**src/rtl/dog_regs.svh**
```systemverilog
// Register map, field positions, reset values and timing counts of the
// watchdog and sleep control block.
// Assumes a 32-bit APB with byte addresses; each register is one aligned word.
`ifndef DOG_REGS_SVH
`define DOG_REGS_SVH

// --------------------------------------------------------------------------
// Register indices (byte address is four times the index)
// --------------------------------------------------------------------------
`define POWER_CONTROL_INDEX     10'h087
`define DOG_CONTROL_INDEX       10'h088
`define RESET_CONFIG_INDEX      10'h089

// --------------------------------------------------------------------------
// Field positions
// --------------------------------------------------------------------------
`define DCS_SERVICE_BIT         0
`define DCS_FLAG_BIT            6
`define DCS_ENABLE_BIT          7
`define PWR_SLEEP_BIT           0
`define PWR_FLAGS_LSB           2
`define PWR_FLAGS_MSB           3
`define PWR_BAUD_BIT            7
`define CFG_USB_RST_EN_BIT      0

// --------------------------------------------------------------------------
// Reset values, watchdog counter width and last count
// --------------------------------------------------------------------------
`define DOG_CONTROL_RESET       8'h00
`define POWER_CONTROL_RESET     8'h00
`define RESET_CONFIG_RESET      8'h00
`define DOG_COUNT_WIDTH         5
`define DOG_LAST_COUNT          5'h1f

// --------------------------------------------------------------------------
// Timing
// --------------------------------------------------------------------------
`define SYS_CLK_PERIOD_NS       4
`define DOG_TICK_NS             1000000
`define WAKE_HOLD_NS            400000
`define DOG_TICK_CYCLES         (`DOG_TICK_NS / `SYS_CLK_PERIOD_NS)
`define WAKE_HOLD_CYCLES        ((`WAKE_HOLD_NS + `SYS_CLK_PERIOD_NS - 1) / `SYS_CLK_PERIOD_NS)

`endif

```
**src/rtl/dog_pkg.sv**
```systemverilog
// Types shared by the watchdog and sleep control block.
// Assumes nothing beyond a SystemVerilog compiler.
package dog_pkg;

    // Power state driven to the clock, RAM and UART logic
    typedef struct packed {
        logic       ram_low_power;
        logic       osc_stop;
        logic       baud_doubler;
        logic [1:0] general_flags;
    } power_out_t;

endpackage

```
**src/rtl/level_hold_detector.sv**
```systemverilog
// Detects a level held high for a minimum number of consecutive cycles.
// Assumes the level input is already synchronous to sys_clk.
`timescale 1ns/1ps
`default_nettype none

module level_hold_detector #(
    parameter int HOLD_CYCLES = 100000
) (
    // Clock, reset, enable
    input  wire logic sys_clk,
    input  wire logic rst,
    input  wire logic ce,
    // Level in, detection out
    input  wire logic level,
    output logic      fired
);

    localparam int CW = $clog2(HOLD_CYCLES + 1);

    if (HOLD_CYCLES < 2) begin : g_bad_hold
        $error("HOLD_CYCLES must be at least 2");
    end

    logic [CW-1:0] hold_count;
    logic [CW-1:0] next_hold_count;
    logic          next_fired;

    // Saturates after firing so one long press gives one pulse
    always_comb begin
        next_hold_count = hold_count;
        next_fired      = 1'b0;
        if (!level) begin
            next_hold_count = '0;
        end else if (hold_count != CW'(HOLD_CYCLES)) begin
            next_hold_count = hold_count + CW'(1);
            next_fired      = (hold_count == CW'(HOLD_CYCLES - 1));
        end
    end

    always_ff @(posedge sys_clk) begin
        if (rst) begin
            hold_count <= '0;
            fired      <= 1'b0;
        end else if (ce) begin
            hold_count <= next_hold_count;
            fired      <= next_fired;
        end
    end
endmodule

`default_nettype wire

```
**src/rtl/dog_and_sleep_control.sv**
```systemverilog
// Watchdog timer and sleep control of the embedded controller, APB slave.
// Assumes all inputs synchronous to sys_clk; sof_detected is a pulse per
// USB start-of-frame, usb_reset a level from the USB core.
//
// The APB interface to the registers was left to the implementer.
`timescale 1ns/1ps
`default_nettype none
`include "dog_regs.svh"

module dog_and_sleep_control #(
    parameter int TICK_CYCLES = `DOG_TICK_CYCLES,
    parameter int WAKE_CYCLES = `WAKE_HOLD_CYCLES
) (
    // Clock, reset, enable
    input  wire logic               sys_clk,
    input  wire logic               rst,
    input  wire logic               ce,
    // APB slave
    input  wire logic               psel,
    input  wire logic               penable,
    input  wire logic               pwrite,
    input  wire logic [11:0]        paddr,
    input  wire logic [31:0]        pwdata,
    output logic      [31:0]        prdata,
    output logic                    pready,
    output logic                    pslverr,
    // USB and wake events
    input  wire logic               sof_detected,
    input  wire logic               usb_reset,
    input  wire logic               wake_interrupt_line,
    // Controller reset, wake interrupt, power state
    output logic                    mcu_reset,
    output logic                    wake_irq,
    output dog_pkg::power_out_t     power_out
);

    localparam int TW = $clog2(TICK_CYCLES);
    localparam int CW = `DOG_COUNT_WIDTH;
    localparam logic [11:0] PWR_ADDR = {`POWER_CONTROL_INDEX, 2'b00};
    localparam logic [11:0] DCS_ADDR = {`DOG_CONTROL_INDEX, 2'b00};
    localparam logic [11:0] CFG_ADDR = {`RESET_CONFIG_INDEX, 2'b00};

    if (TICK_CYCLES < 2) begin : g_bad_tick
        $error("TICK_CYCLES must be at least 2");
    end

    // ----------------------------------------------------------------------
    // State
    // ----------------------------------------------------------------------
    logic [TW-1:0] tick_div;
    logic [CW-1:0] dog_count;
    logic          dog_enable;
    logic          dog_reset_flag;
    logic          sof_seen;
    logic          sleep_request;
    logic [1:0]    general_flags;
    logic          baud_doubler;
    logic          usb_reset_enable;
    logic          read_valid;

    logic [TW-1:0] next_tick_div;
    logic [CW-1:0] next_dog_count;
    logic          next_dog_enable;
    logic          next_dog_reset_flag;
    logic          next_sof_seen;
    logic          next_sleep_request;
    logic [1:0]    next_general_flags;
    logic          next_baud_doubler;
    logic          next_usb_reset_enable;
    logic          next_read_valid;
    logic          next_mcu_reset;
    logic          next_wake_irq;
    logic [31:0]   next_prdata;

    // ----------------------------------------------------------------------
    // Bus decode
    // ----------------------------------------------------------------------
    logic hit_pwr;
    logic hit_dcs;
    logic hit_cfg;
    logic mapped;
    logic wr_pwr;
    logic wr_dcs;
    logic wr_cfg;
    logic [7:0] read_byte;

    assign hit_pwr = (paddr == PWR_ADDR);
    assign hit_dcs = (paddr == DCS_ADDR);
    assign hit_cfg = (paddr == CFG_ADDR);
    assign mapped  = hit_pwr | hit_dcs | hit_cfg;
    // Read data is captured a cycle ahead, so a frozen clock enable delays pready
    assign pready  = psel & penable & ce & read_valid;
    assign pslverr = pready & ~mapped;
    assign wr_pwr  = pready & pwrite & hit_pwr;
    assign wr_dcs  = pready & pwrite & hit_dcs;
    assign wr_cfg  = pready & pwrite & hit_cfg;

    always_comb begin
        read_byte = 8'h00;
        if (hit_dcs) begin
            read_byte[`DCS_ENABLE_BIT] = dog_enable;
            read_byte[`DCS_FLAG_BIT]   = dog_reset_flag;
        end else if (hit_pwr) begin
            read_byte[`PWR_BAUD_BIT]  = baud_doubler;
            read_byte[`PWR_FLAGS_MSB:`PWR_FLAGS_LSB] = general_flags;
            read_byte[`PWR_SLEEP_BIT] = sleep_request;
        end else if (hit_cfg) begin
            read_byte[`CFG_USB_RST_EN_BIT] = usb_reset_enable;
        end
    end

    // ----------------------------------------------------------------------
    // Watchdog and sleep control
    // ----------------------------------------------------------------------
    logic wake_seen;
    logic wake_now;
    logic usb_clear;
    logic tick;
    logic run;
    logic service;
    logic expire;

    level_hold_detector #(
        .HOLD_CYCLES (WAKE_CYCLES)
    ) u_wake_hold (
        .sys_clk (sys_clk),
        .rst     (rst),
        .ce      (ce),
        .level   (wake_interrupt_line),
        .fired   (wake_seen)
    );

    assign usb_clear = usb_reset & usb_reset_enable;
    assign wake_now  = wake_seen & sleep_request;
    assign tick      = (tick_div == TW'(TICK_CYCLES - 1));
    assign run       = dog_enable & sof_seen & ~sleep_request;
    assign service   = wr_dcs & pwdata[`DCS_SERVICE_BIT];
    assign expire    = run & tick & (dog_count == `DOG_LAST_COUNT) & ~service;

    always_comb begin
        // Time base stops with the oscillator during sleep
        next_tick_div = tick_div;
        if (!sleep_request) begin
            next_tick_div = tick ? '0 : tick_div + TW'(1);
        end

        next_dog_count = dog_count;
        if (!dog_enable || service || expire || usb_clear) begin
            next_dog_count = '0;
        end else if (run && tick) begin
            next_dog_count = dog_count + CW'(1);
        end

        // Writing zero cannot disable; expiry leaves enable alone
        next_dog_enable = dog_enable;
        if (usb_clear) begin
            next_dog_enable = 1'b0;
        end else if (wr_dcs && pwdata[`DCS_ENABLE_BIT]) begin
            next_dog_enable = 1'b1;
        end

        // Expiry wins over a written flag clear in the same cycle; usb_clear wins over both
        next_dog_reset_flag = dog_reset_flag;
        if (usb_clear) begin
            next_dog_reset_flag = 1'b0;
        end else if (expire) begin
            next_dog_reset_flag = 1'b1;
        end else if (wr_dcs && pwdata[`DCS_FLAG_BIT]) begin
            next_dog_reset_flag = 1'b0;
        end

        next_sof_seen = usb_clear ? 1'b0 : (sof_seen | sof_detected);

        // Wake wins so a sleep set never swallows a pending wake
        next_sleep_request = sleep_request;
        if (wake_now) begin
            next_sleep_request = 1'b0;
        end else if (wr_pwr && pwdata[`PWR_SLEEP_BIT]) begin
            next_sleep_request = 1'b1;
        end

        next_general_flags = wr_pwr ? pwdata[`PWR_FLAGS_MSB:`PWR_FLAGS_LSB] : general_flags;
        next_baud_doubler  = wr_pwr ? pwdata[`PWR_BAUD_BIT] : baud_doubler;
        next_usb_reset_enable = wr_cfg ? pwdata[`CFG_USB_RST_EN_BIT] : usb_reset_enable;

        next_mcu_reset  = expire;
        next_wake_irq   = wake_now;
        next_read_valid = psel & ~pready;
        next_prdata     = psel ? {24'h000000, read_byte} : prdata;
    end

    always_ff @(posedge sys_clk) begin
        if (rst) begin
            tick_div         <= '0;
            dog_count        <= '0;
            dog_enable       <= 1'(`DOG_CONTROL_RESET >> `DCS_ENABLE_BIT);
            dog_reset_flag   <= 1'b0;
            sof_seen         <= 1'b0;
            sleep_request    <= 1'b0;
            general_flags    <= 2'h0;
            baud_doubler     <= 1'b0;
            usb_reset_enable <= 1'b0;
            read_valid       <= 1'b0;
            mcu_reset        <= 1'b0;
            wake_irq         <= 1'b0;
            prdata           <= 32'h00000000;
        end else if (ce) begin
            tick_div         <= next_tick_div;
            dog_count        <= next_dog_count;
            dog_enable       <= next_dog_enable;
            dog_reset_flag   <= next_dog_reset_flag;
            sof_seen         <= next_sof_seen;
            sleep_request    <= next_sleep_request;
            general_flags    <= next_general_flags;
            baud_doubler     <= next_baud_doubler;
            usb_reset_enable <= next_usb_reset_enable;
            read_valid       <= next_read_valid;
            mcu_reset        <= next_mcu_reset;
            wake_irq         <= next_wake_irq;
            prdata           <= next_prdata;
        end
    end

    // RAM and oscillator follow the sleep bit directly
    assign power_out.ram_low_power = sleep_request;
    assign power_out.osc_stop      = sleep_request;
    assign power_out.baud_doubler  = baud_doubler;
    assign power_out.general_flags = general_flags;
endmodule

`default_nettype wire

```
**config.mk**
```make
export PLATFORM = sky130hd
export DESIGN_NAME = dog_and_sleep_control
export DESIGN_NICKNAME = d
export VERILOG_FILES = /design/src/rtl/dog_pkg.sv /design/src/rtl/level_hold_detector.sv /design/src/rtl/dog_and_sleep_control.sv
export VERILOG_INCLUDE_DIRS = /design/src /design/src/rtl
export SDC_FILE = /design/constraint.sdc
export NUM_CORES = 1
export LEC_CHECK = 0
export BUFFER_PORTS_ARGS = -buffer_cell sky130_fd_sc_hd__buf_2
export CORE_MARGIN = 4
export CORE_UTILIZATION = 39
export DETAILED_ROUTE_END_ITERATION = 10
export GPL_TIMING_DRIVEN = 0
export HOLD_SLACK_MARGIN = 0.12
export PLACE_DENSITY = 0.66
export SLEW_MARGIN = 20
export SYNTH_ARGS = -nofsm -noshare
export SYNTH_HDL_FRONTEND = slang
export SYNTH_HIERARCHICAL = 1
export SYNTH_SLANG_ARGS = --single-unit
```
**constraint.sdc**
```tcl
create_clock -name sys_clk -period 1.7 [get_ports sys_clk]
set_input_delay 0.085 -clock sys_clk [delete_from_list [all_inputs] [get_ports sys_clk]]
set_output_delay 0.085 -clock sys_clk [all_outputs]
set_load 0.01 [all_outputs]
```
==> Yosys cells after proc, flatten, opt, wreduce, memory -nomap -nowiden <==
Index checks and enable logic that the tools add are counted.
{ "word_totals": {"regBits": 57, "input_bits": 53, "wordCells": 94} }
{ "classes": {"reduce_logical": 21, "add_sub_neg": 3, "bitwise": 24, "muxes": 23, "eq_ne": 8} }
{ "op_table": {"columns": ["cell", "count"], "rows": [
  ["equality test 12 x 10 -> 1 bit (second input constant)", 3],
  ["two-way mux 17 bit", 2],
  ["adder 18 x 1 -> 18 bit (second input constant)", 1],
  ["equality test 18 bit (second input constant)", 1],
  ["two-way mux 18 bit", 1],
  ["AND reduction 2 bit", 9],
  ["adder 17 x 1 -> 17 bit (second input constant)", 1],
  ["AND 1 bit", 17],
  ["equality test 17 bit (second input constant)", 1],
  ["!= test 17 bit (second input constant)", 1],
  ["two-way mux 1 bit", 16],
  ["two-way mux 5 bit", 2],
  ["nonzero test 2 bit", 3],
  ["adder 5 x 1 -> 5 bit (second input constant)", 1],
  ["equality test 5 bit (second input constant)", 1],
  ["logical AND 1 bit", 4],
  ["two-way mux 2 bit", 2],
  ["inverter 1 bit", 4],
  ["logical OR 1 bit", 3],
  ["OR 1 bit", 3],
  ["nonzero test 3 bit", 1],
  ["!= test 2 x 1 -> 1 bit (second input constant)", 1],
  ["logical NOT 1 bit", 1]
]} }

==> Depth between registers and ports, before layout <==
{ "logic_depth": {"depth_word": 12, "ltp_mapped": 7} }

==> Hierarchy <==
The synthesis kept the hierarchy.
{ "modules_own_cells": {"columns": ["module", "area_per_inst_um2", "instances", "cells_per_inst"], "rows": [
  ["dog_and_sleep_control", 2038.2, 1, 237],
  ["level_hold_detector", 1076.0, 1, 135]
]} }

==> Worst setup path before layout <==
No wires, ideal clock.
{ "synth_timing": {"path_type": "input to register", "start": "input port paddr[8]", "end": "register dog_count[2]", "t_arrival_ps": 1703, "t_required_ps": 1578, "path_stages": 5, "setup_slack_ps": -126, "path_cell_list": "or4b_4 -> nor4_4 -> a31oi_2 -> and3b_4 -> a311o_1"} }
{ "synth_via": {"elab_chain_len": 9} }
{ "synth_rtl": {"columns": ["element", "line_no", "text"], "rows": [
  ["start: declaration", "dog_and_sleep_control.sv:22", "input wire logic [11:0] paddr,"],
  ["equality test 12 x 10 -> 1 bit (*)", "dog_and_sleep_control.sv:88", "assign hit_dcs = (paddr == DCS_ADDR);"],
  ["AND 1 bit (*)", "dog_and_sleep_control.sv:95", "assign wr_dcs = pready & pwrite & hit_dcs;"],
  ["AND 1 bit (*)", "dog_and_sleep_control.sv:137", "assign service = wr_dcs & pwdata[`DCS_SERVICE_BIT];"],
  ["inverter 1 bit", "dog_and_sleep_control.sv:138", "assign expire = run & tick & (dog_count == `DOG_LAST_COUNT) & ~service;"],
  ["AND 1 bit", "dog_and_sleep_control.sv:138", null],
  ["logical OR 1 bit (*) (2 in a row)", "dog_and_sleep_control.sv:148", "if (!dog_enable || service || expire || usb_clear) begin"],
  ["nonzero test 2 bit (no line)", null, null],
  ["AND reduction 2 bit (no line)", null, null],
  ["end signal: assignment", "dog_and_sleep_control.sv:209", "dog_count <= next_dog_count;"],
  ["end: declaration", "dog_and_sleep_control.sv:51", "logic [CW-1:0] dog_count;"]
]} }
Every way passes the cells marked *; elsewhere a longest branch is shown, timed or not.
A chain may end at the register's enable or synchronous reset.

==> Final worst setup path <==
{ "layout_timing": {"start": "register u_wake_hold.hold_count[0]", "end": "register u_wake_hold.hold_count[10]"} }
{ "layout_via": {"elab_chain_len": 3} }
{ "layout_rtl": {"columns": ["element", "line_no", "text"], "rows": [
  ["start: declaration", "level_hold_detector.sv:24", "logic [CW-1:0] hold_count;"],
  ["start signal: assignment", "level_hold_detector.sv:45", "hold_count <= next_hold_count;"],
  ["adder 17 x 1 -> 17 bit / != test 17 bit (equally long branches)", "level_hold_detector.sv:35, level_hold_detector.sv:34", null],
  ["two-way mux 17 bit / != test 2 x 1 -> 1 bit (equally long branches)", null, null],
  ["two-way mux 17 bit / AND reduction 2 bit (equally long branches)", null, null]
]} }
Several ways; a longest one is shown, not always the timed one. The select of a mux whose other input is x is not followed.

==> metrics.md <==
| Metric | Value |
|---|---|
| Final Max Tran Viols | 0 |
| Clk sinks | between 50 and 60 |
| Register area share after synthesis | 36.6% |
| Die ar. | 0.00948 mm^2 |
| Post-layout min period | between 1.5 and 2 ns |
| Die H | 97.4 um |
| Synthesized instance count | 372 |
| Syn Area/Cell | 8.37 um^2 |
| Synth-to-layout area growth | 35.3% |
| Critical Path AT | 1.91 ns |
| Yosys warnings | 6 |
| Crit Path Max Fanout | 6 |
| Most common cell in the netlist | dfxtp_1 |
| Fin Hold WS | 0.191 ns |
| Vias/cell | between 5 and 6 |
| Critical path class | flip-flop to flip-flop |
| Vias | 3013 |
| Port Buffers | 39 |
| Global Route Usage Sum | 16.6% |
| Largest net degree at the start of global routing | 11 |
| Final setup fails | 1 |
| Top cells by count, synth | dfxtp_1 (57), nand2_1 (33), nor2_1 (33), buf_4 (30), a21oi_1 (25) |
| WL per Instance | 13.8 um |
| Placed cell count | 539 |
| CP startpoint | u_wake_hold/hold_count[0] |
| # DRC | 0 |
| Clk slew on worst S/H paths | 0.07 ns |
| Yosys top cell by area | dfxtp_1 |
| Total power | 2990 uW |
| CTS tree | done |
| Final worst setup slack | -0.0295 ns |
| Die width | 97.4 um |
| Post-DP HPWL | 5.39 mm |
| Synth cell types | 63 |
| First DRT Iteration DRCs | roughly 120 |
| CTS H-tree lvls | 3 |
| Pre-CTS setup slack | -0.644 ns |
| Worst reg2reg path depth | 7 |
| Drt pass-1 iters | 4 |
| Share of post-route cells with drive strength above 1 | about a third |
| Final Cycle Share | 102% |
| Asr flop ratio synth | 0% |
| Ys flop type | dfxtp_1 |
| Worst R2R End | u_wake_hold/hold_count[10] |
| Antenna violation net count after detailed routing | 0 |
| Max Clk Rate | 0.578 GHz |
| Cell Area, Synth | 0.00311 mm^2 |
| FF+latch count, synth | 57 |
| Nets | 536 |
| Peak supply drop | 0.386 mV |
| CP Launch Type | flip-flop |
| Min-Delay Path Class | input pin to flip-flop |
| CP endpoint kind | flip-flop |
| Reg-to-Reg Start | u_wake_hold/hold_count[0] |
| Slew @ Worst Pin | between 0.5 and 0.6 ns |
| # Max-Cap Violations | 0 |
| Final Wtd Congestion | 0.834 |
| Initial antenna violation count | 0 |
| Worst setup path endpoint | u_wake_hold/hold_count[10] |
| RSZ-0062 raised after global routing | yes |
| Clk_skew | 0.00651 ns |
| Initial Utilization | 40.3% |
| ANT cells | 0 |
| CTS max path bufs | 2 |
| Layout Cells excl Fill | approximately 590 |
| Vias in the first global route | 2846 |
| Core Box Area | 0.00773 mm^2 |
| Global-route wire length before repair | 13.1 mm |
| Cell Pwr Density | 710 mW/mm^2 |
| Leak | 0.00176 uW |
| Post-synth EDFFs | 0 |
| Setup slack, reg-to-reg | -0.03 ns |
| Crit path required time | 1.88 ns |
| Worst relative slew slack | a little over 60% |
| Num CTS Buffers | 9 |
| Synth top area cells | dfxtp_1 (37%), buf_4 (7.2%), a21oi_1 (4.0%) |
| Run status | finished with violations |
| Gr ovfl total | 0 |
| Row cnt | 32 |
| Clock Latency Late Sink | 0.33 ns |
| Failing checks | negative setup slack |
| Final hold violation count | 0 |
| Drt total wl | 8.09 mm |
| Share of the synthesized area in the top cell type | 36.6% |
| Num ports | 94 |
| Root buffer cell | clkbuf_8 |
[critical path, cell delays in order (launching register included)]
cell      delay [ns]
dfxtp_4         0.36
inv_2           0.05
ha_1            0.13
nand2_1         0.06
or4_4           0.44
or2_4           0.26
a41oi_2         0.22
a311oi_2        0.06
[cells in the final DEF, fill, tap and decap left out, drive strengths merged, types with 13 or more instances in the layout]
master | netlist | final
buf | 34 | 92
nand4 | 13 | 13
nand3 | 22 | 22
a21oi | 25 | 25
nand2 | 33 | 33
nor2 | 33 | 33
o21ai | 13 | 13
conb | 1 | 27
dfxtp | 57 | 57
clkbuf | 9 | 19
[registers in the layout (all words and copies together) (netlist names), 2 cells and up]
| name | flops |
|---|---|
| tick_div | 18 |
| u_wake_hold/hold_count | 17 |
| dog_count | 5 |
| prdata | 5 |
| general_flags | 2 |
[per-layer routing]
layer / GRT usage [%] / part of all wire (%)
met5: 0 / 0
met2: 27.7 / 53
met1: 19.9 / 41
met4: 5.75 / 1.0
met3: 5.60 / 4.7
[where the power goes]
| group | switching, uW | total, uW | leakage (uW) | internal (uW) |
|---|---|---|---|---|
| sequential | 8.53 | 1350 | 0.000465 | 1350 |
| clock | 531 | 1350 | 0.000106 | 817 |
| combinational | 157 | 289 | 0.00119 | 132 |
[how the worst min path moves through the flow]
stage            startpoint                    endpoint  slack (ns)  cells past startpoint
6_report                rst   u_wake_hold/hold_count[9]        0.19                      5
2_1_floorplan  sof_detected                    sof_seen        0.23                      2
4_1_cts                 rst   u_wake_hold/hold_count[9]        0.18                      5
5_1_grt                 rst  u_wake_hold/hold_count[14]        0.20                      4
3_5_place_dp      pwdata[2]            general_flags[0]        0.34                      3
3_3_place_gp      pwdata[3]            general_flags[1]        0.33                      3
[metrics by stage]
stage	utilization (%)	TNS, ns	cell area, um^2
final	54.5	-0.0295	4210
after global routing	54.5	-0.392	4210
after CTS	52.2	0	4030
after detailed placement	45.8	-11.33	3540
after global placement	45.8	-10.58	3540
after floorplan	-	-0.332	3220
[cell type report]
cell class	count	area, um^2
plain buffers	43	309
clock buffers	10	128
clock inverters	6	82.6
fillers	689	3510
inverters	12	45.0
multi-input cells	286	1910
flip-flops and latches	57	1160
well taps	102	128
repair buffers	69	452
[timing repair]
action / CTS / global route
setup buffers: 11 / 8
resized for setup: 24 / 30
endpoints found under the setup margin: 35 / 34
pin swaps: 8 / 11
hold buffers: 11 / 0
hold endpoints to repair: 11 / 0
[logic make-up after synthesis]
kind of cell    Yosys count  synth area share, %
simple gates            163                 29.2
compound gates           72                 15.7
flops                    57                 36.6
buf+inv                  55                 10.8
xor+xnor                 14                 3.94
fa+ha+maj                 5                 2.01
mux                       5                 1.65
other cells               1                0.120
(Power assumes the default switching activity.)
